==> config.mk <==
export PLATFORM = sky130hd
export DESIGN_NAME = cfwe_top
export DESIGN_NICKNAME = d
export VERILOG_FILES = /design/src/verilog/cfwe_pkg.sv /design/src/verilog/cfwe_top.sv /design/src/verilog/cfwe_sync3.sv /design/src/verilog/cfwe_timer.sv
export SDC_FILE = /design/constraint.sdc
export NUM_CORES = 1
export LEC_CHECK = 0
export BUFFER_PORTS_ARGS = -buffer_cell sky130_fd_sc_hd__buf_4
export CAP_MARGIN = 20
export CORE_ASPECT_RATIO = 0.9
export CORE_UTILIZATION = 30
export CTS_CLUSTER_SIZE = 12
export DETAILED_ROUTE_END_ITERATION = 8
export PLACE_DENSITY_LB_ADDON = 0.1
export SETUP_SLACK_MARGIN = 0.2
export SLEW_MARGIN = 20
export SYNTH_ARGS = -nofsm -noshare
export SYNTH_HDL_FRONTEND = slang
export SYNTH_SLANG_ARGS = --single-unit
export TNS_END_PERCENT = 1
==> constraint.sdc <==
create_clock -name ref_clk -period 3.6 [get_ports ref_clk]
set_input_delay 0.9 -clock ref_clk [delete_from_list [all_inputs] [get_ports ref_clk]]
set_output_delay 0.9 -clock ref_clk [all_outputs]
set_load 0.05 [all_outputs]
==> src/verilog/cfwe_pkg.sv <==
package cfwe_pkg;

  // Clock
  localparam int CLK_MHZ = 10;

  // Timeout periods in microseconds, cycle counts derived from the clock rate
  localparam int TXD_DOM_TIMEOUT_US = 1000;
  localparam int TXD_DOM_TIMEOUT_CYC = TXD_DOM_TIMEOUT_US * CLK_MHZ;
  localparam int BUS_SILENCE_US = 1000000;
  localparam int BUS_SILENCE_CYC = BUS_SILENCE_US * CLK_MHZ;

  // Register offsets
  localparam logic [6:0] ADDR_CAN_CTRL = 7'h20;
  localparam logic [6:0] ADDR_TRX_STATUS = 7'h22;
  localparam logic [6:0] ADDR_SYS_EN = 7'h04;
  localparam logic [6:0] ADDR_SUP_EN = 7'h1C;
  localparam logic [6:0] ADDR_TRX_EN = 7'h23;
  localparam logic [6:0] ADDR_WAKE_EN = 7'h4C;
  localparam logic [6:0] ADDR_WAKE_STATUS = 7'h4B;
  localparam logic [6:0] ADDR_GLOBAL_EV = 7'h60;
  localparam logic [6:0] ADDR_SYS_EV = 7'h61;
  localparam logic [6:0] ADDR_SUP_EV = 7'h62;
  localparam logic [6:0] ADDR_TRX_EV = 7'h63;
  localparam logic [6:0] ADDR_WAKE_EV = 7'h64;

  // Field positions
  localparam int BIT_PO = 4;
  localparam int BIT_OTW = 2;
  localparam int BIT_REGPORT_FAILURE_EVENT = 1;
  localparam int BIT_WDF = 0;
  localparam int BIT_SENSOR_SUPPLY_OVER_EVENT = 2;
  localparam int BIT_SENSOR_SUPPLY_UNDER_EVENT = 1;
  localparam int BIT_V1U = 0;
  localparam int BIT_SELECTIVE_FRAME_ERROR_EVENT = 5;
  localparam int BIT_CBS = 4;
  localparam int BIT_CF = 1;
  localparam int BIT_CW = 0;
  localparam int BIT_WPR = 1;
  localparam int BIT_WPF = 0;
  localparam int BIT_WAKE_LEVEL_STATUS = 1;
  localparam int BIT_CFS = 0;
  localparam int BIT_VCS = 1;
  localparam int BIT_CTS = 7;

  // Reset values
  localparam logic [7:0] RST_SYS_EV = 8'h10;
  localparam logic [7:0] RST_ZERO = 8'h00;
  localparam logic [6:0] RST_PINS = 7'h05;

  // Codes
  localparam logic [1:0] CMC_ACTIVE_UV = 2'h1;
  localparam logic [1:0] MODE_NORMAL = 2'h0;
  localparam logic [1:0] MODE_STANDBY = 2'h1;
  localparam logic [1:0] MODE_SLEEP = 2'h2;
  localparam logic [5:0] CNT_16 = 6'h10;
  localparam logic [5:0] CNT_24 = 6'h18;
  localparam logic [5:0] CNT_32 = 6'h20;

  // Synchronised pin lanes
  localparam int PIN_TXD = 0;
  localparam int PIN_WAKE = 1;
  localparam int PIN_RXBUS = 2;
  localparam int PIN_V1LOW = 3;
  localparam int PIN_OTW = 4;
  localparam int PIN_SENSOR_SUPPLY_OVER_EVENT = 5;
  localparam int PIN_SENSOR_SUPPLY_UNDER_EVENT = 6;
  localparam int PIN_COUNT = 7;

endpackage

==> src/verilog/cfwe_top.sv <==
`timescale 1ns/1ps
// Notes on behaviour
// - In CAN active state, low transmit input starts the dominant-timeout timer.
// - Transmit low beyond the timeout disables the transmitter; bus returns recessive.
// - Transmit input returning high clears and restarts the timer.
// - Timeout sets CAN failure if enabled, sets timeout status, clears transmitter-active.
// - Mode 01 with failure capture: supply below 90% sets failure and supply-low bit.
// - Wake edges raise wake events per rising and falling enables, both allowed.
// - Wake status bit 1 reads pin level, 1 above threshold, 0 below.
// - Level always valid in Normal; elsewhere only while an edge enable is set.
// - Captured events are stored and, if enabled, signalled on receive output.
// - Sleep needs a regular wake source; CAN and wake-pin edges are regular.
// - CAN wake capture off after power-on; captured only while transceiver offline.
// - Power-on event always captured on leaving Off mode; cannot be disabled.
// - Register port failure outside Sleep: bad clock count, illegal code, locked write.
// - Window watchdog failure resets at once; timeout overflow resets only if pending.
// - Host supply undervoltage captured when enabled, never in Sleep.
// - Bus silence captured after silence timeout on active bus, needs detect enable.
// - CAN failure on undervoltage deactivation or clamped transmit outside Sleep.
// - Overtemperature warning captured when enabled, except in Sleep.
// - Sensor supply over and under events separately enabled, off at power-on.
// - Event flags clear only on writing 1; 0 leaves them; many per write.
// - Offline with host supply on, receive output held low while events pend.
module cfwe_top #(
  parameter int TXD_TIMEOUT_CYCLES = cfwe_pkg::TXD_DOM_TIMEOUT_CYC,
  parameter int SILENCE_CYCLES = cfwe_pkg::BUS_SILENCE_CYC,
  parameter bit HAS_SENSOR_SUPPLY = 1'b1
) (
  input wire logic ref_clk,
  input wire logic rst,
  input wire logic txd_pin,
  input wire logic wake_pin,
  input wire logic can_rx_bus,
  input wire logic v1_low_cmp,
  input wire logic otw_cmp,
  input wire logic vext_over_cmp,
  input wire logic vext_under_cmp,
  input wire logic [1:0] sbc_mode_code,
  input wire logic can_active,
  input wire logic can_offline,
  input wire logic host_supply_on,
  input wire logic bus_wakeup_detect,
  input wire logic selective_frame_error,
  input wire logic sleep_request,
  input wire logic cmd_end,
  input wire logic [5:0] cmd_bit_count,
  input wire logic illegal_code,
  input wire logic locked_write,
  input wire logic wd_window_mode,
  input wire logic wd_window_fail,
  input wire logic wd_timeout_overflow,
  input wire logic reg_wr,
  input wire logic reg_rd,
  input wire logic [6:0] reg_addr,
  input wire logic [7:0] reg_wdata,
  output logic [7:0] reg_rdata_q,
  output logic txd_to_trx_q,
  output logic tx_enable_q,
  output logic rxd_q,
  output logic sys_reset_q
);
  if (TXD_TIMEOUT_CYCLES < 1 || SILENCE_CYCLES < 1) begin : g_bad_timeout
    $error("cfwe_top: timeouts must be at least 1");
  end

  // Set wins over a clear landing in the same cycle
  function automatic logic [7:0] w1c(input logic [7:0] cur, input logic [7:0] clr,
                                     input logic [7:0] set);
    w1c = (cur & ~clr) | set;
  endfunction

  function automatic logic rise(input logic now, input logic prev);
    rise = now & ~prev;
  endfunction

  // Pin inputs
  // One synchroniser for all lanes keeps their latency equal
  logic [cfwe_pkg::PIN_COUNT-1:0] pin_q;
  logic [cfwe_pkg::PIN_COUNT-1:0] pin_prev_q;
  cfwe_sync3 #(
    .WIDTH(cfwe_pkg::PIN_COUNT),
    .INIT(cfwe_pkg::RST_PINS)
  ) u_sync (
    .ref_clk(ref_clk),
    .rst(rst),
    .async_in({vext_under_cmp, vext_over_cmp, otw_cmp, v1_low_cmp, can_rx_bus, wake_pin,
               txd_pin}),
    .level_q(pin_q)
  );
  wire txd_s = pin_q[cfwe_pkg::PIN_TXD];
  wire wake_s = pin_q[cfwe_pkg::PIN_WAKE];
  wire rxbus_s = pin_q[cfwe_pkg::PIN_RXBUS];
  wire v1_low_s = pin_q[cfwe_pkg::PIN_V1LOW];

  // Registers
  logic [1:0] can_mode_control_q;
  logic [7:0] sys_en_q;
  logic [7:0] sup_en_q;
  logic [7:0] trx_en_q;
  logic [7:0] wake_en_q;
  logic [7:0] sys_ev_q;
  logic [7:0] sup_ev_q;
  logic [7:0] trx_ev_q;
  logic [7:0] wake_ev_q;
  logic wake_level_status_q;
  logic txd_timeout_status_q;
  logic trx_supply_low_status_q;
  logic dom_exp_prev_q;
  logic bus_was_active_q;

  wire in_sleep = (sbc_mode_code == cfwe_pkg::MODE_SLEEP);
  wire in_normal = (sbc_mode_code == cfwe_pkg::MODE_NORMAL);
  wire can_failure_capture_en = trx_en_q[cfwe_pkg::BIT_CF];
  wire bus_silence_detect_en = trx_en_q[cfwe_pkg::BIT_CBS];
  wire wake_rise_en = wake_en_q[cfwe_pkg::BIT_WPR];
  wire wake_fall_en = wake_en_q[cfwe_pkg::BIT_WPF];

  // Dominant timeout
  logic dom_expired;
  cfwe_timer #(
    .LIMIT(TXD_TIMEOUT_CYCLES)
  ) u_dom_timer (
    .ref_clk(ref_clk),
    .rst(rst),
    .run(can_active & ~txd_s),
    .expired_q(dom_expired)
  );
  wire dom_event = rise(dom_expired, dom_exp_prev_q) & ~in_sleep;

  // Bus silence
  wire rx_edge = rxbus_s ^ pin_prev_q[cfwe_pkg::PIN_RXBUS];
  logic silence_expired;
  cfwe_timer #(
    .LIMIT(SILENCE_CYCLES)
  ) u_silence_timer (
    .ref_clk(ref_clk),
    .rst(rst),
    .run(bus_was_active_q & bus_silence_detect_en & ~rx_edge),
    .expired_q(silence_expired)
  );

  // Event sources
  wire v1_fall = rise(v1_low_s, pin_prev_q[cfwe_pkg::PIN_V1LOW]) & ~in_sleep;
  wire uv_trx_off = v1_fall & (can_mode_control_q == cfwe_pkg::CMC_ACTIVE_UV);
  wire wake_rise = rise(wake_s, pin_prev_q[cfwe_pkg::PIN_WAKE]);
  wire wake_fall = rise(pin_prev_q[cfwe_pkg::PIN_WAKE], wake_s);
  wire otw_rise = rise(pin_q[cfwe_pkg::PIN_OTW], pin_prev_q[cfwe_pkg::PIN_OTW]);
  wire sensor_supply_over_event_rise = rise(pin_q[cfwe_pkg::PIN_SENSOR_SUPPLY_OVER_EVENT], pin_prev_q[cfwe_pkg::PIN_SENSOR_SUPPLY_OVER_EVENT]);
  wire sensor_supply_under_event_rise = rise(pin_q[cfwe_pkg::PIN_SENSOR_SUPPLY_UNDER_EVENT], pin_prev_q[cfwe_pkg::PIN_SENSOR_SUPPLY_UNDER_EVENT]);
  // Count only judged with cmd_end, mid-command values are meaningless
  wire bad_count = (cmd_bit_count != cfwe_pkg::CNT_16) && (cmd_bit_count != cfwe_pkg::CNT_24)
                   && (cmd_bit_count != cfwe_pkg::CNT_32);
  wire regport_failure_event_hit = ((cmd_end & bad_count) | illegal_code | locked_write) & ~in_sleep;

  wire [7:0] sys_set = (8'h01 << cfwe_pkg::BIT_OTW) & {8{otw_rise & ~in_sleep}}
                     | (8'h01 << cfwe_pkg::BIT_REGPORT_FAILURE_EVENT) & {8{regport_failure_event_hit}}
                     | (8'h01 << cfwe_pkg::BIT_WDF) & {8{wd_window_fail | wd_timeout_overflow}};
  wire [7:0] sup_set = (8'h01 << cfwe_pkg::BIT_V1U) & {8{v1_fall & host_supply_on}}
                     | (8'h01 << cfwe_pkg::BIT_SENSOR_SUPPLY_OVER_EVENT) & {8{sensor_supply_over_event_rise & HAS_SENSOR_SUPPLY}}
                     | (8'h01 << cfwe_pkg::BIT_SENSOR_SUPPLY_UNDER_EVENT) & {8{sensor_supply_under_event_rise & HAS_SENSOR_SUPPLY}};
  wire [7:0] trx_set = (8'h01 << cfwe_pkg::BIT_CW) & {8{bus_wakeup_detect & can_offline}}
                     | (8'h01 << cfwe_pkg::BIT_CF) & {8{dom_event | uv_trx_off}}
                     | (8'h01 << cfwe_pkg::BIT_CBS) & {8{silence_expired}}
                     | (8'h01 << cfwe_pkg::BIT_SELECTIVE_FRAME_ERROR_EVENT) & {8{selective_frame_error}};
  wire [7:0] wake_set = (8'h01 << cfwe_pkg::BIT_WPR) & {8{wake_rise}}
                      | (8'h01 << cfwe_pkg::BIT_WPF) & {8{wake_fall}};

  // Always-captured events bypass the enables
  wire [7:0] sys_mask = sys_en_q | (8'h01 << cfwe_pkg::BIT_WDF);
  wire [7:0] trx_mask = trx_en_q | (8'h01 << cfwe_pkg::BIT_SELECTIVE_FRAME_ERROR_EVENT);
  wire [7:0] sys_cap = sys_set & sys_mask;
  wire [7:0] sup_cap = sup_set & sup_en_q;
  wire [7:0] trx_cap = trx_set & trx_mask;
  wire [7:0] wake_cap = wake_set & wake_en_q;

  // Register writes
  wire wr_sys_ev = reg_wr && (reg_addr == cfwe_pkg::ADDR_SYS_EV);
  wire wr_sup_ev = reg_wr && (reg_addr == cfwe_pkg::ADDR_SUP_EV);
  wire wr_trx_ev = reg_wr && (reg_addr == cfwe_pkg::ADDR_TRX_EV);
  wire wr_wake_ev = reg_wr && (reg_addr == cfwe_pkg::ADDR_WAKE_EV);
  wire [7:0] sys_clr = reg_wdata & {8{wr_sys_ev}};
  wire [7:0] sup_clr = reg_wdata & {8{wr_sup_ev}};
  wire [7:0] trx_clr = reg_wdata & {8{wr_trx_ev}};
  wire [7:0] wake_clr = reg_wdata & {8{wr_wake_ev}};

  wire [3:0] global_ev = {|wake_ev_q, |trx_ev_q, |sup_ev_q, |sys_ev_q};
  wire any_pending = |global_ev;
  wire regular_en = trx_en_q[cfwe_pkg::BIT_CW] | wake_rise_en | wake_fall_en;
  // Timeout overflow only resets when a failure is already pending
  wire wd_reset = (wd_window_fail & wd_window_mode)
                | (wd_timeout_overflow & ~wd_window_mode & sys_ev_q[cfwe_pkg::BIT_WDF]);
  // Refused sleep becomes a reset rather than a dead system
  wire sleep_reset = sleep_request & (~regular_en | any_pending);

  wire wake_level_d = (in_normal | wake_rise_en | wake_fall_en) ? wake_s
                      : wake_level_status_q;

  // Reserved bits and unmapped offsets read as zero
  wire [7:0] rd_mux =
      (reg_addr == cfwe_pkg::ADDR_WAKE_STATUS) ? {6'h00, wake_level_status_q, 1'b0} :
      (reg_addr == cfwe_pkg::ADDR_TRX_STATUS) ?
        {tx_enable_q, 5'h00, trx_supply_low_status_q, txd_timeout_status_q} :
      (reg_addr == cfwe_pkg::ADDR_CAN_CTRL) ? {6'h00, can_mode_control_q} :
      (reg_addr == cfwe_pkg::ADDR_SYS_EN) ? sys_en_q :
      (reg_addr == cfwe_pkg::ADDR_SUP_EN) ? sup_en_q :
      (reg_addr == cfwe_pkg::ADDR_TRX_EN) ? trx_en_q :
      (reg_addr == cfwe_pkg::ADDR_WAKE_EN) ? wake_en_q :
      (reg_addr == cfwe_pkg::ADDR_GLOBAL_EV) ? {4'h0, global_ev} :
      (reg_addr == cfwe_pkg::ADDR_SYS_EV) ? sys_ev_q :
      (reg_addr == cfwe_pkg::ADDR_SUP_EV) ? sup_ev_q :
      (reg_addr == cfwe_pkg::ADDR_TRX_EV) ? trx_ev_q :
      (reg_addr == cfwe_pkg::ADDR_WAKE_EV) ? wake_ev_q : 8'h00;

  wire tx_en_d = can_active & ~dom_expired;
  // Offline signalling only; otherwise the bus receive level passes through
  wire rxd_d = (can_offline & host_supply_on) ? ~any_pending : rxbus_s;

  always_ff @(posedge ref_clk) begin
    if (rst) begin
      sys_ev_q <= cfwe_pkg::RST_SYS_EV;
      sup_ev_q <= cfwe_pkg::RST_ZERO;
      trx_ev_q <= cfwe_pkg::RST_ZERO;
      wake_ev_q <= cfwe_pkg::RST_ZERO;
    end else begin
      sys_ev_q <= w1c(sys_ev_q, sys_clr, sys_cap);
      sup_ev_q <= w1c(sup_ev_q, sup_clr, sup_cap);
      trx_ev_q <= w1c(trx_ev_q, trx_clr, trx_cap);
      wake_ev_q <= w1c(wake_ev_q, wake_clr, wake_cap);
    end
  end

  always_ff @(posedge ref_clk) begin
    if (rst) begin
      can_mode_control_q <= 2'h0;
      sys_en_q <= cfwe_pkg::RST_ZERO;
      sup_en_q <= cfwe_pkg::RST_ZERO;
      trx_en_q <= cfwe_pkg::RST_ZERO;
      wake_en_q <= cfwe_pkg::RST_ZERO;
    end else if (reg_wr) begin
      if (reg_addr == cfwe_pkg::ADDR_CAN_CTRL) can_mode_control_q <= reg_wdata[1:0];
      if (reg_addr == cfwe_pkg::ADDR_SYS_EN) sys_en_q <= reg_wdata & 8'h06;
      if (reg_addr == cfwe_pkg::ADDR_SUP_EN) sup_en_q <= reg_wdata & 8'h07;
      if (reg_addr == cfwe_pkg::ADDR_TRX_EN) trx_en_q <= reg_wdata & 8'h13;
      if (reg_addr == cfwe_pkg::ADDR_WAKE_EN) wake_en_q <= reg_wdata & 8'h03;
    end
  end

  // Idle pin levels after reset, so no false edge follows it
  always_ff @(posedge ref_clk) begin
    if (rst) begin
      pin_prev_q <= cfwe_pkg::RST_PINS;
      dom_exp_prev_q <= 1'b0;
      bus_was_active_q <= 1'b0;
    end else begin
      pin_prev_q <= pin_q;
      dom_exp_prev_q <= dom_expired;
      bus_was_active_q <= rx_edge | (bus_was_active_q & ~silence_expired);
    end
  end

  // Status bits
  always_ff @(posedge ref_clk) begin
    if (rst) begin
      wake_level_status_q <= 1'b0;
      txd_timeout_status_q <= 1'b0;
      trx_supply_low_status_q <= 1'b0;
    end else begin
      wake_level_status_q <= wake_level_d;
      txd_timeout_status_q <= dom_expired;
      trx_supply_low_status_q <= uv_trx_off | (trx_supply_low_status_q & v1_low_s);
    end
  end

  // Read data holds until the next read
  always_ff @(posedge ref_clk) begin
    if (rst) begin
      reg_rdata_q <= 8'h00;
    end else if (reg_rd) begin
      reg_rdata_q <= rd_mux;
    end
  end

  // Driver forced recessive whenever the transmitter is off
  always_ff @(posedge ref_clk) begin
    if (rst) begin
      txd_to_trx_q <= 1'b1;
      tx_enable_q <= 1'b0;
    end else begin
      txd_to_trx_q <= txd_s | ~tx_en_d;
      tx_enable_q <= tx_en_d;
    end
  end

  // One-cycle reset request per cause; the reset logic stretches it
  always_ff @(posedge ref_clk) begin
    if (rst) begin
      rxd_q <= 1'b1;
      sys_reset_q <= 1'b0;
    end else begin
      rxd_q <= rxd_d;
      sys_reset_q <= wd_reset | sleep_reset;
    end
  end
endmodule

==> src/verilog/cfwe_sync3.sv <==
`timescale 1ns/1ps
module cfwe_sync3 #(
  parameter int WIDTH = 1,
  parameter logic [WIDTH-1:0] INIT = '0
) (
  input wire logic ref_clk,
  input wire logic rst,
  input wire logic [WIDTH-1:0] async_in,
  output logic [WIDTH-1:0] level_q
);
  logic [WIDTH-1:0] s1_q;
  logic [WIDTH-1:0] s2_q;
  logic [WIDTH-1:0] s3_q;
  wire [WIDTH-1:0] agree = ~(s2_q ^ s3_q);
  wire [WIDTH-1:0] level_d = (agree & s3_q) | (~agree & level_q);

  if (WIDTH < 1) begin : g_bad_width
    $error("cfwe_sync3: WIDTH must be at least 1");
  end

  always_ff @(posedge ref_clk) begin
    if (rst) begin
      s1_q <= INIT;
      s2_q <= INIT;
      s3_q <= INIT;
      level_q <= INIT;
    end else begin
      s1_q <= async_in;
      s2_q <= s1_q;
      s3_q <= s2_q;
      level_q <= level_d;
    end
  end
endmodule

==> src/verilog/cfwe_timer.sv <==
`timescale 1ns/1ps
module cfwe_timer #(
  parameter int LIMIT = 16
) (
  input wire logic ref_clk,
  input wire logic rst,
  input wire logic run,
  output logic expired_q
);
  localparam int W = $clog2(LIMIT + 1);
  localparam logic [W-1:0] LAST = W'(LIMIT - 1);
  logic [W-1:0] cnt_q;
  wire at_last = (cnt_q == LAST);

  if (LIMIT < 1) begin : g_bad_limit
    $error("cfwe_timer: LIMIT must be at least 1");
  end

  // Cleared whenever run drops, so every run restarts from zero
  always_ff @(posedge ref_clk) begin
    if (rst || !run) begin
      cnt_q <= '0;
      expired_q <= 1'b0;
    end else if (!expired_q) begin
      cnt_q <= cnt_q + W'(1);
      expired_q <= at_last;
    end
  end
endmodule

==> results summary, run 1 <==
The share of synthesized registers carrying an async set or reset came out at 0%. Traced cell by cell, the critical path runs through buf_4 > nand2_1 > or4_1 > and2_1 > a32oi_1 > a211oi_2. The total DRC errors in the routed layout is 0.

The number of antenna-violating nets in the routed design came out at 0. The post-synthesis net count came out at 720. The internal power of the cells totals 2490 uW. The share of the yosys chip area belonging to registers is between 40% and 50%. The reg-to-reg endpoint is sys_reset_q$_SDFF_PP0_. The average routed wire per standard cell came out at roughly 17 um.

The total overflow left after global routing is 0. The filler cells instantiated in the layout total around 2,000. Counting instances, the worst hold path has a depth of 1. The critical path is of the input port to register type.

Counting flops with a built-in enable in the synthesized netlist gives 0. The post-CTS setup buffer count is 0. In the synthesized netlist, the number of instances is approximately 670. Dividing total power by cell area gives a power density of approximately 470 mW/mm2. The Yosys step of the flow raised 0 warnings.

Summing every instance area after synthesis gives 0.00595 mm2. The detailed-route via count came out at 4,967. Among all stages on the critical path, the largest delay is contributed by sky130_fd_sc_hd__or4_1. For the worst-skew pair, the clock arrives at the later sink with an insertion delay of around 420 ps. The total buffers and inverters traversed by the critical path came out at 1. Yosys attributes the largest share of cell area to sky130_fd_sc_hd__dfxtp_1, sky130_fd_sc_hd__nor2_1, sky130_fd_sc_hd__nand2_1. The flow ran to the end, and the final reports show no timing, DRC or antenna violations. The xor-xnor portion of the synthesized cell area is 4.56%.

The switching share of total power is 25.8%. The overall die height is 136 um. The final routed wirelength across all metal layers is ~16 mm. The global placer's final weighted congestion came out at 0.889. The initial antenna violation count came out at 0. The number of primary I/O pins is between 50 and 60.

The number of gates resized after cts came out at 0. The TritonCTS buffer count is 17. The clock transition at the registers of the reported paths came out at approximately 70 ps.

For the pin with the worst max-slew slack, the measured transition is slightly above 700 ps. Prior to clock tree synthesis, the placed netlist has a worst setup slack of around 1000 ps. At the worst endpoint, the required time is 3900 ps.

For this run, the slowest stage of the critical path takes 590 ps. The detailed placement HPWL came out at 12.1 mm. Row generation in the floorplan step produced 48 rows. The startpoint of the worst register-to-register path is wake_ev_q[6]$_SDFF_PP0_. The cell leakage power came out at approximately 0.0026 uW.

The dominant register cell in the synthesized netlist is sky130_fd_sc_hd__dfxtp_1. Buffers placed on the I/O ports in this run total 57. Clock skew on the completed layout was measured at between 9 and 10 ps. The core area came out at slightly below 0.02 mm2. The post-synthesis compound-gate area fraction came out at a little under an eighth. The most common library cell in the layout ignoring fill and taps is sky130_fd_sc_hd__dfxtp_1.

The power dissipated by switching net loads is just under 900 uW. In the finished design, the share of the clock period the worst path needs comes to about three fifths. Global routing consumed, over all layers together, between 15 and 20% of the routing resources. The tightest hold margin came out at between 400 and 500 ps. Synthesis instantiated 77 different standard cells from the library.

The fraction of final layout cells sized beyond drive strength 1 is ~18%. The mean area per synthesized cell is around 8.9 um2. The number of global-route vias before repair is around 4,800. The final setup slack of the worst path came out at 1460 ps.

Summing all multi-input logic gate instances after layout gives just over 0.003 mm2. In the routed layout, each cell is associated on average with a via count of 5.06. For this run, the share of the core covered by cells in the final layout is 36.9%. The initial cell density of the core came out at a little under a third. The sum of negative setup slack is 0 ps. 0 antenna diodes ended up in the layout. The worst-case IR drop observed on VDD is approximately 0.27 mV.

The tree is rooted in a sky130_fd_sc_hd__clkbuf_16. Sequential cells burn between 40% and 50% of the power. The proportion of power drawn by combinational gates is under 10%. The total number of nets in the final design came out at 766.

The DRC marker count from the first detailed-route iteration came out at roughly 350. The die area came out at 0.0204 mm2. The path type of the worst min-delay path is register to register. Entering global routing, the biggest net connects 42 pins. The minimum clock period is 2140 ps.

The total count of hold-check failures in the final report came out at 0. The worst min-delay path endpoint is u_sync.s2_q[0]$_SDFF_PP1_. The worst setup path is captured at a register. Along the worst path, the maximum fanout reaches 22. TritonCTS built the clock tree. The number of hold buffers added after CTS is 0. The pre-antenna-repair detailed-routing pass consisted of 5 iterations. CTS saw 134 sinks. The worst setup path is launched from an input port.

The number of buffers between clock root and the deepest sink is 2. The number of maximum-capacitance violations came out at 0. Of the post-synthesis cell area, the dominant cell type holds 45.1%. Data on the critical path arrives at its endpoint at roughly 2400 ps. The dominant combinational cell family by area after synthesis is simple AND/OR/NAND/NOR gates. The final count of pins violating max slew came to 0.

The portion of netlist area occupied by mux cells is 3.47%. The synthesis-stage register bit count is roughly 130. The setup slack of the worst register-to-register path is 1720 ps. The layout overhead on the synthesized area came out at 19.6%. Measured against its own limit, the worst slew margin works out to 52.9%.

Setup violations remaining at the end of the flow were counted as 0. The area taken by flip-flops and latches came out at about 0.0027 mm2. The largest area contributor in the netlist is sky130_fd_sc_hd__dfxtp_1.

The part of the total power dissipated in the clock network came out at 49.9%. The worst hold path begins at u_sync.s1_q[0]$_SDFF_PP1_. The global-route wire length before repair came out at 26.2 mm. The overall die width is between 150 and 200 um. The achievable clock frequency is 468 MHz. The top cell types in the final layout, fill and taps aside, are sky130_fd_sc_hd__dfxtp_1, sky130_fd_sc_hd__nor2_1, sky130_fd_sc_hd__nand2_1, sky130_fd_sc_hd__buf_4, sky130_fd_sc_hd__a21oi_1. Setup repair after global routing left no endpoint under its margin. The post-synthesis adder-cell area fraction came out at less than 1%. The fraction of the mapped netlist area in simple logic gates came out at approximately 31%. The H-tree was split into 4 levels. The kind of cell with the highest combined delay along the critical path is simple AND/OR/NAND/NOR gates. Measured in cells, the most critical reg-to-reg path has a length of 5.
==> synth_stat cells, drive strengths merged (3+ instances only) <==
library cell,number
dfxtp,134
nor2,83
nand2,77
a21oi,41
nor2b,30
nand3,24
clkbuf,19
nor4,19
o21ai,18
xor2,16
and3,15
buf,15
mux2i,15
xnor2,15
inv,11
nor3,11
nand4,10
nand2b,9
or2,9
a22oi,8
or3,7
a211oi,6
a32oi,6
nor3b,6
and2,5
mux2,5
nand3b,5
a31oi,4
and4,4
or4,4
o21a,3
or4b,3
==> metrics by stage <==
stage / instance area [um2] / cells / total power, uW
CTS: 7120 / 981 / 3410
floorplan: 5950 / 672 / 1640
detailed placement: 6540 / 949 / 1720
global route: 7120 / 981 / 3510
finish: 7120 / 981 / 3360
global placement: 6540 / 949 / 1720
==> worst reg2reg max path: stages (launching register included) <==
cell and delay (ps):
sky130_fd_sc_hd__dfxtp_1 320, sky130_fd_sc_hd__nor4_1 340, sky130_fd_sc_hd__nand2_1 160, sky130_fd_sc_hd__nor4_1 600, sky130_fd_sc_hd__a21bo_2 250, sky130_fd_sc_hd__a21oi_1 60
==> power groups by stage <==
stage | clock network [uW] | registers, uW | logic, uW
detailed placement | 0 | 1540 | 177
floorplan | 0 | 1550 | 93.1
global route | 1810 | 1510 | 192
global placement | 0 | 1540 | 177
CTS | 1730 | 1510 | 178
finish | 1670 | 1510 | 177
==> sequential cells by signal, summed over array words and instances (netlist names), 8 cells and up, named ones only <==
signal / flops
u_silence_timer.cnt_q: 24
u_dom_timer.cnt_q: 14
sys_ev_q: 8
sup_ev_q: 8
trx_ev_q: 8
wake_ev_q: 8
reg_rdata_q: 8
==> how the worst max path moves through the flow <==
stage,from,end,slack [ps],cells past startpoint
2_1_floorplan,reg_addr[1],reg_rdata_q[0]$_SDFFE_PP0P_,1350,6
3_3_place_gp,reg_addr[0],reg_rdata_q[0]$_SDFFE_PP0P_,1040,6
3_5_place_dp,reg_addr[0],reg_rdata_q[0]$_SDFFE_PP0P_,1030,6
4_1_cts,reg_addr[0],reg_rdata_q[0]$_SDFFE_PP0P_,1490,6
5_1_grt,reg_addr[1],sys_ev_q[0]$_SDFF_PP0_,1380,6
6_report,reg_addr[0],reg_rdata_q[0]$_SDFFE_PP0P_,1460,6
==> per-layer routing <==
| layer | wire (um) | up-vias | part of all wire, % | track usage, % |
|---|---|---|---|---|
| li1 | - | 2460 | - | - |
| met1 | 8160 | 2351 | 50 | 24.5 |
| met2 | 7120 | 139 | 43 | 25.3 |
| met3 | 884 | 17 | 5.4 | 3.87 |
| met4 | 231 | 0 | 1.4 | 5.95 |
| met5 | 0 | - | 0 | 0 |
==> cell type report <==
cell class,count,share of cell area (%)
Clock buffer,17,5.98
Clock inverter,15,2.18
Inverter,12,0.633
Multi-Input combinational cell,492,42.7
Sequential cell,134,37.7
Tap cell,250,4.40
Timing Repair Buffer,61,6.44
==> cell families (layout without fill, tap and decap cells) <==
family,after synthesis,count (layout)
compound gates,106,106
xor+xnor,31,31
fa+ha+maj,2,2
buf+inv,46,105
flops,134,134
mux,20,20
simple gates,333,333
Note: power is estimated with default switching activity, not from simulation.
==> run 2, diff against run 1 <==
Clock period 3.6 ns to 1.95 ns, I/O delays scaled along.
==> run 2 against run 1 <==
Net effect:
- worst setup slack got worse by 1300 ps
- flip-flop and latch count did not move
- first-iteration DRC count fell by 6.3%
- wire length rose by 4.5%
- register-to-register slack got worse by 1500 ps
- via count rose by 3.5%
- die area did not move
- highest routed layer unchanged
==> results summary, run 2 (synthesized netlist as in run 1, its figures left out) <==
In this run the most used layer during global routing was met1. The leftover overflow at the end of global routing is 0 (unchanged). The DRC marker count from the first detailed-route iteration came out at 326 (-6.3%). The number of primary I/O pins came out at 58 (unchanged).

The number of filler cells placed in the layout is 1,935 (-3.6%). The cell leakage power is 0.00288 uW (+11%). The number of cells on the worst reg-to-reg path came to 6 (+1). The global placer's final weighted congestion was 0.885 (-0.49%). The number of maximum-capacitance violations is 0 (unchanged). The worst slew margin relative to its limit is 70.1% (+17 points).

The final setup slack of the worst path was 181 ps (-1280 ps). The most common library cell in the layout ignoring fill and taps is sky130_fd_sc_hd__dfxtp_1. The total number of nets in the final design came out at 817 (+6.7%). The number of rows created at floorplan is 48 (unchanged). The library cells used most frequently in the layout, excluding fill and tap cells, are sky130_fd_sc_hd__dfxtp_1, sky130_fd_sc_hd__buf_4, sky130_fd_sc_hd__nor2_1, sky130_fd_sc_hd__nand2_1, sky130_fd_sc_hd__a21oi_1. The clock transition at the registers of the reported paths came out at 60 ps (about the same).

The worst hold path terminates at u_sync.s1_q[2]$_SDFF_PP1_. The detailed placement HPWL is 13.1 mm (+7.9%). The final count of pins violating max slew came to 0 (unchanged). The total placed cells including tap cells came out at 1,000 (+5.4%). The antenna diode count is 0 (unchanged). The root buffer cell is sky130_fd_sc_hd__clkbuf_16. The number of antenna-violating nets in the routed design is 0 (unchanged). The fraction of final layout cells sized beyond drive strength 1 is 23.9% (+6.1 points).

The die area came out at 0.0204 mm2 (unchanged). The final routed wirelength across all metal layers came out at 17.1 mm (+4.5%). The met3 usage was 4.21% (+0.34 points).

The register ranked first by flip-flop count is u_silence_timer.cnt_q. The average routed wire per standard cell came to 16.6 um (-0.67%). Setup repair after global routing could not meet its margin everywhere. The worst-margin pin slew is 445 ps (-260 ps).

The core area is 0.0193 mm2 (unchanged). The required time at the endpoint of the critical path came out at 2260 ps (-1640 ps). The post-route total power is 6420 uW (+91%). The post-CTS setup buffer count is 0 (unchanged). The clock skew after layout was 7.53 ps (-2.38 ps). In this run the most critical hold path is launched from can_rx_bus.

The startpoint identified for the worst register-to-register timing path is trx_ev_q[6]$_SDFF_PP0_. The power per standard cell area came out at 848 mW/mm2 (+80%). The total count of hold-check failures in the final report came to 0 (unchanged). The layout overhead on the synthesized area came out at 27.2%. The overall die height came to 136 um (unchanged). The TritonCTS buffer count is 17 (unchanged). The setup slack of the worst register-to-register path came out at 180 ps (-1540 ps). The iteration count of the initial detailed-routing pass came out at 5 (unchanged). The total DRC errors in the routed layout was 0 (unchanged). The detailed-route via count came out at 5,141 (+3.5%). The overall die width was 150 um (unchanged).

The top fanout value on the critical path came out at 3 (-86%). The worst setup path is launched from a register. The global-route wire length before repair came out at 27.1 mm (+3.4%). The global routing met2 resource utilization came out at 25.5% (+0.23 points). The path type of the worst min-delay path is input port to register.

The achievable clock frequency came out at ~570 MHz. The initial antenna violation count is 0 (unchanged). The initial cell density of the core is 30.9% (unchanged).

The fraction of met1 tracks used by global routing is 26.1% (+1.6 points). The number of sinks on the clock net is 134 (unchanged). The number of buffers between clock root and the deepest sink is 2 (unchanged). The number of cells traversed by the worst hold path is 2 (+1).

The worst setup path is captured at a register. The minimum clock period is around 1800 ps. The number of I/O port buffers is 57 (unchanged). The number of gates resized after cts came to 2 (+2). The number of setup violations in the final report is 0 (unchanged). The setup slack at placement is -78.3 ps (-1100 ps). The global-route usage over all layers came out at 17.8% (+0.64 points). The critical path is of the register to register type. The ratio of routed vias to standard cells was 4.98 (-1.6%). The post-layout instance count excluding filler cells came to 1,032 (+5.2%). The data arrival at the endpoint of the critical path is 2070 ps (-370 ps). The source-to-sink clock delay at the later pin of the worst-skew pair came out at 420 ps (about the same). The number of hold buffers added after CTS was 0 (unchanged). The number of global-route vias before repair came out at 4,903 (+2.6%). The maximum resistive drop on vdd came out at 0.550 mV (+100%).

The final clock period utilization by the worst path came out at between 90 and 100%. The largest registers in the layout are u_silence_timer.cnt_q: 24 flops, u_dom_timer.cnt_q: 14 flops. The run finished with clean final reports. The depth of the CTS H-tree is 4 (unchanged). The endpoint identified for the worst register-to-register timing path is sys_reset_q$_SDFF_PP0_. The pin count of the biggest net entering global routing came to 29 (-31%). The number of flip-flops under the largest register name came out at 24 (unchanged). TritonCTS built the clock tree.
==> run 2: cell count changes in the layout (fill, tap and decap cells not counted), moves of 2 or more <==
cell                       delta
sky130_fd_sc_hd__inv_6        -4
sky130_fd_sc_hd__nor4_1       -2
sky130_fd_sc_hd__inv_8        +5
sky130_fd_sc_hd__clkinv_8     -2
sky130_fd_sc_hd__nor4_2       +2
sky130_fd_sc_hd__buf_4       +51
==> run 2: how the worst max path moves through the flow <==
stage	from	to	depth (start not counted)
after global routing	sup_ev_q[6]$_SDFF_PP0_	sys_reset_q$_SDFF_PP0_	6
after detailed placement	reg_addr[3]	reg_rdata_q[0]$_SDFFE_PP0P_	7
after floorplan	reg_addr[1]	reg_rdata_q[0]$_SDFFE_PP0P_	5
after CTS	trx_ev_q[6]$_SDFF_PP0_	sys_reset_q$_SDFF_PP0_	6
final	trx_ev_q[6]$_SDFF_PP0_	sys_reset_q$_SDFF_PP0_	6
after global placement	reg_addr[3]	reg_rdata_q[0]$_SDFFE_PP0P_	7
==> run 2: through the flow <==
| step | hold slack (ps) | utilization, % | cell area (um2) | setup TNS (ps) |
|---|---|---|---|---|
| floorplan | 389 | - | 5980 | 0 |
| CTS | 222 | 39.2 | 7550 | 0 |
| global route | 236 | 39.2 | 7560 | 0 |
| finish | 246 | 39.2 | 7560 | 0 |
| global placement | 392 | 36.0 | 6940 | -247 |
| detailed placement | 394 | 36.0 | 6940 | -233 |
==> run 2: area by class of cell <==
cell class | count | area (um2) | share of cell area (%)
inverters | 12 | 45.0 | 0.596
repair buffers | 112 | 841 | 11.1
well taps | 250 | 313 | 4.14
flip-flops and latches | 134 | 2680 | 35.5
multi-input cells | 492 | 3080 | 40.7
clock buffers | 17 | 425 | 5.62
clock inverters | 15 | 178 | 2.35
==> run 2: critical path, stage by stage (launching register included) <==
cell and delay [ps]:
sky130_fd_sc_hd__dfxtp_1 330, sky130_fd_sc_hd__nor4_1 450, sky130_fd_sc_hd__nand2_1 160, sky130_fd_sc_hd__nor4_1 370
sky130_fd_sc_hd__buf_4 180, sky130_fd_sc_hd__a21bo_2 120, sky130_fd_sc_hd__a21oi_1 50
==> run 2: per-layer routing <==
layer  part of all wire, %  up-vias
met5                     0        -
met4                   1.3        0
met3                   3.9       16
met2                    42       96
met1                    52     2476
li1                      -     2553
==> run 2: power by group <==
group | total [uW] | switching [uW] | leakage [uW] | internal (uW)
clock | 3250 | 1410 | 0.000299 | 1840
combinational | 384 | 212 | 0.00149 | 172
sequential | 2780 | 17.2 | 0.00108 | 2760
total | 6420 | 1640 | 0.00288 | 4780
==> run 3, diff against run 2 <==
--- a/config.mk
+++ b/config.mk
@@ -8,5 +8,5 @@
 export BUFFER_PORTS_ARGS = -buffer_cell sky130_fd_sc_hd__buf_4
 export CAP_MARGIN = 20
-export CORE_ASPECT_RATIO = 0.9
+export CORE_ASPECT_RATIO = 0.8
 export CORE_UTILIZATION = 30
 export CTS_CLUSTER_SIZE = 12
==> constraint.sdc (replaced) <==
create_clock -name ref_clk -period 1.95 [get_ports ref_clk]
set_input_delay 0.4875 -clock ref_clk [delete_from_list [all_inputs] [get_ports ref_clk]]
set_output_delay 0.4875 -clock ref_clk [all_outputs]
set_load 0.01 [all_outputs]
==> run 3 against run 2 <==
Net effect:
- flip-flop and latch count is the same
- combinational power increased by 2%
- critical path depth is the same
- worst setup slack gained 23 ps
- final area increased by 1.6%
- die area about the same
- via count shrank 0.19%
- sequential share of layout area fell by 0.56 points
- fmax increased by 1.3%
- clock-buffer cell count is the same
- global-route usage grew 0.080 points
- worst hold slack worse by 4.0 ps
- critical path type unchanged
- highest routed layer unchanged
==> results summary, run 3 (synthesized netlist as in run 1, its figures left out) <==
The min-delay analysis places its worst path in the category input port to register. The flow ran to the end, and the final reports show no timing, DRC or antenna violations. The average routed wire per standard cell came out at 16.7 um (+0.31%). The number of I/O port buffers is 57 (unchanged).

The cell leakage power came out at 0.00292 uW (+1.7%). The TritonCTS buffer count is 17 (unchanged). The total DRC errors in the routed layout came out at 0 (unchanged). The number of setup violations in the final report is 0 (unchanged). The ratio of routed vias to standard cells is 4.91 (-1.5%). The die area is 0.0204 mm2 (about the same). The endpoint identified for the worst register-to-register timing path is sys_reset_q$_SDFF_PP0_. The layout overhead on the synthesized area came out at 29.2%.

The global-route usage over all layers is 17.9% (+0.080 points). The part of the total power dissipated in the clock network is 52.0% (+1.3 points). u_silence_timer.cnt_q holds more flip-flops than any other register. The post-route total power was 6600 uW (+2.9%). The data arrival at the endpoint of the critical path was 2070 ps (about the same). In this run the worst setup path begins at wake_ev_q[2]$_SDFF_PP0_.

The sum of negative setup slack is 0 ps (unchanged). The fraction of the core area covered by cells at the end of the flow is 40.0% (+0.79 points). The post-layout instance count excluding filler cells came to 1,046 (+1.4%). The total count of hold-check failures in the final report came out at 0 (unchanged).

The clock skew after layout was 7.61 ps (+0.0734 ps). Leaving out fill and tap cells, the most frequent cells in the layout are sky130_fd_sc_hd__dfxtp_1, sky130_fd_sc_hd__buf_4, sky130_fd_sc_hd__nor2_1, sky130_fd_sc_hd__nand2_1, sky130_fd_sc_hd__a21oi_1. The fraction of final layout cells sized beyond drive strength 1 is 24.6% (+0.71 points). The required time at the endpoint of the critical path is 2270 ps (about the same).

The DRC marker count from the first detailed-route iteration came out at 285 (-13%). Setup repair after global routing could not meet its margin everywhere. The final design instance area without fill is 0.00768 mm2 (+1.6%).

The number of hold buffers added after CTS came out at 0 (unchanged). The overall die height came out at 128 um (-5.6%). The number of antenna-violating nets in the routed design is 0 (unchanged). The leftover overflow at the end of global routing is 0 (unchanged). The switching share of total power came out at 24.0% (-1.5 points). The initial antenna violation count came out at 0 (unchanged). The startpoint class of the critical path is a register. The part of the power in registers was 42.1% (-1.2 points).

The number of buffers between clock root and the deepest sink is 2 (unchanged). The number of flip-flops under the largest register name came to 24 (unchanged). The number of primary I/O pins is 58 (unchanged). The final count of pins violating max slew was 0 (unchanged).

The iteration count of the initial detailed-routing pass is 4 (-1). The depth of the CTS H-tree came out at 4 (unchanged). The number of global-route vias before repair is 5,025 (+2.5%). The worst-margin pin slew is 533 ps (+88.6 ps). The startpoint of the worst register-to-register path is wake_ev_q[2]$_SDFF_PP0_.

The top fanout value on the critical path is 3 (unchanged). The number of cells on the worst reg-to-reg path came out at 6 (unchanged). The achievable clock frequency is 573 MHz (+1.3%). The detailed-route via count came to 5,131 (-0.19%). The worst setup path is captured at a register. The setup slack of the worst register-to-register path is 200 ps (+20 ps). The final routed wirelength across all metal layers came out at 17.4 mm (+1.7%).

The maximum resistive drop on vdd came to 0.388 mV (-30%). The cell sitting at the root of the clock tree is a sky130_fd_sc_hd__clkbuf_16. The library cell used most frequently in the layout, excluding fill and tap cells, is sky130_fd_sc_hd__dfxtp_1. The placement-stage cell area is 0.00703 mm2 (+1.3%). The number of maximum-capacitance violations is 0 (unchanged). The destination of the critical timing path is sys_reset_q$_SDFF_PP0_. The overall die width is 159 um (+6.0%). The clock transition at the registers of the reported paths is 70 ps (about the same). The total number of nets in the final design came out at 823 (+0.73%).

The final clock period utilization by the worst path was 89.5% (-1.2 points). The source-to-sink clock delay at the later pin of the worst-skew pair is 430 ps (about the same). The antenna diode count was 0 (unchanged).

The power per standard cell area came to 859 mW/mm2 (+1.3%). The number of rows created at floorplan is 45 (-6.3%). The number of cells traversed by the worst hold path came out at 2 (unchanged). The initial cell density of the core is 31.0% (+0.13 points). The number of sinks on the clock net came out at 134 (unchanged). The core area was 0.0192 mm2 (-0.41%).

The power dissipated by switching net loads is 1590 uW (-3.2%). The global-route wire length before repair is 27.8 mm (+2.4%). The worst slew margin relative to its limit is 64.1% (-6.0 points). The worst hold path begins at txd_pin. The global placer's final weighted congestion was 0.909 (+2.8%). The cell-internal power is 5020 uW (+4.9%). The detailed placement HPWL was 13.4 mm (+2.4%). The total placed cells including tap cells is 1,014 (+1.4%). The minimum clock period came out at 1750 ps (-22.5 ps). The clock tree from TritonCTS is built. The pin count of the biggest net entering global routing came out at 28 (-3.4%). The worst setup path is of the register to register kind.

The largest registers in the layout are u_silence_timer.cnt_q: 24 flops, u_dom_timer.cnt_q: 14 flops. The proportion of power drawn by combinational gates came out at 5.9% (about the same).
[run 3: worst max-delay path: stages, from the launching register on]
cell and delay [ps]:
sky130_fd_sc_hd__dfxtp_1 340, sky130_fd_sc_hd__nor4_2 360, sky130_fd_sc_hd__nand2_1 210, sky130_fd_sc_hd__nor4_2 360, sky130_fd_sc_hd__buf_4 190, sky130_fd_sc_hd__a21bo_2 130
sky130_fd_sc_hd__a21oi_1 50
[run 3: metrics by stage]
stage / worst slack [ps] / hold WS [ps]
2_1_floorplan: 180 / 389
3_3_place_gp: -80.2 / 395
3_5_place_dp: -57.6 / 401
4_1_cts: 209 / 226
5_1_grt: 113 / 247
6_report: 204 / 242
[run 3: final cells by class]
type / count / area, um2
Clock buffer: 17 / 425
Clock inverter: 15 / 200
Fill cell: 1950 / 11500
Inverter: 12 / 45.0
Multi-Input combinational cell: 492 / 3090
Sequential cell: 134 / 2680
Tap cell: 258 / 323
Timing Repair Buffer: 118 / 923
[run 3: metal layers]
layer / wire [um] / GRT usage [%]
met4: 189 / 5.54
met5: 0 / 0
met1: 8880 / 24.9
met3: 778 / 4.11
met2: 7580 / 27.6
[run 3: timing repair]
item / in CTS / in global routing
resized for setup: 2 / 2
buffers inserted: 0 / 0
endpoints found under the setup margin: 2 / 11
[run 3: power groups by stage]
stage	sequential, uW	clock (uW)	combinational [uW]
final	2780	3430	392
after global routing	2780	3630	422
after CTS	2780	3500	393
after detailed placement	2840	0	391
after global placement	2840	0	392
after floorplan	2840	0	177
[run 3: how the worst min path moves through the flow]
stage                     slack (ps)                   endpoint
final                            240  u_sync.s1_q[0]$_SDFF_PP1_
after detailed placement         400  u_sync.s2_q[2]$_SDFF_PP1_
after floorplan                  390  u_sync.s2_q[0]$_SDFF_PP1_
after CTS                        230  u_sync.s1_q[0]$_SDFF_PP1_
after global placement           390  u_sync.s2_q[2]$_SDFF_PP1_
after global routing             250  u_sync.s1_q[0]$_SDFF_PP1_
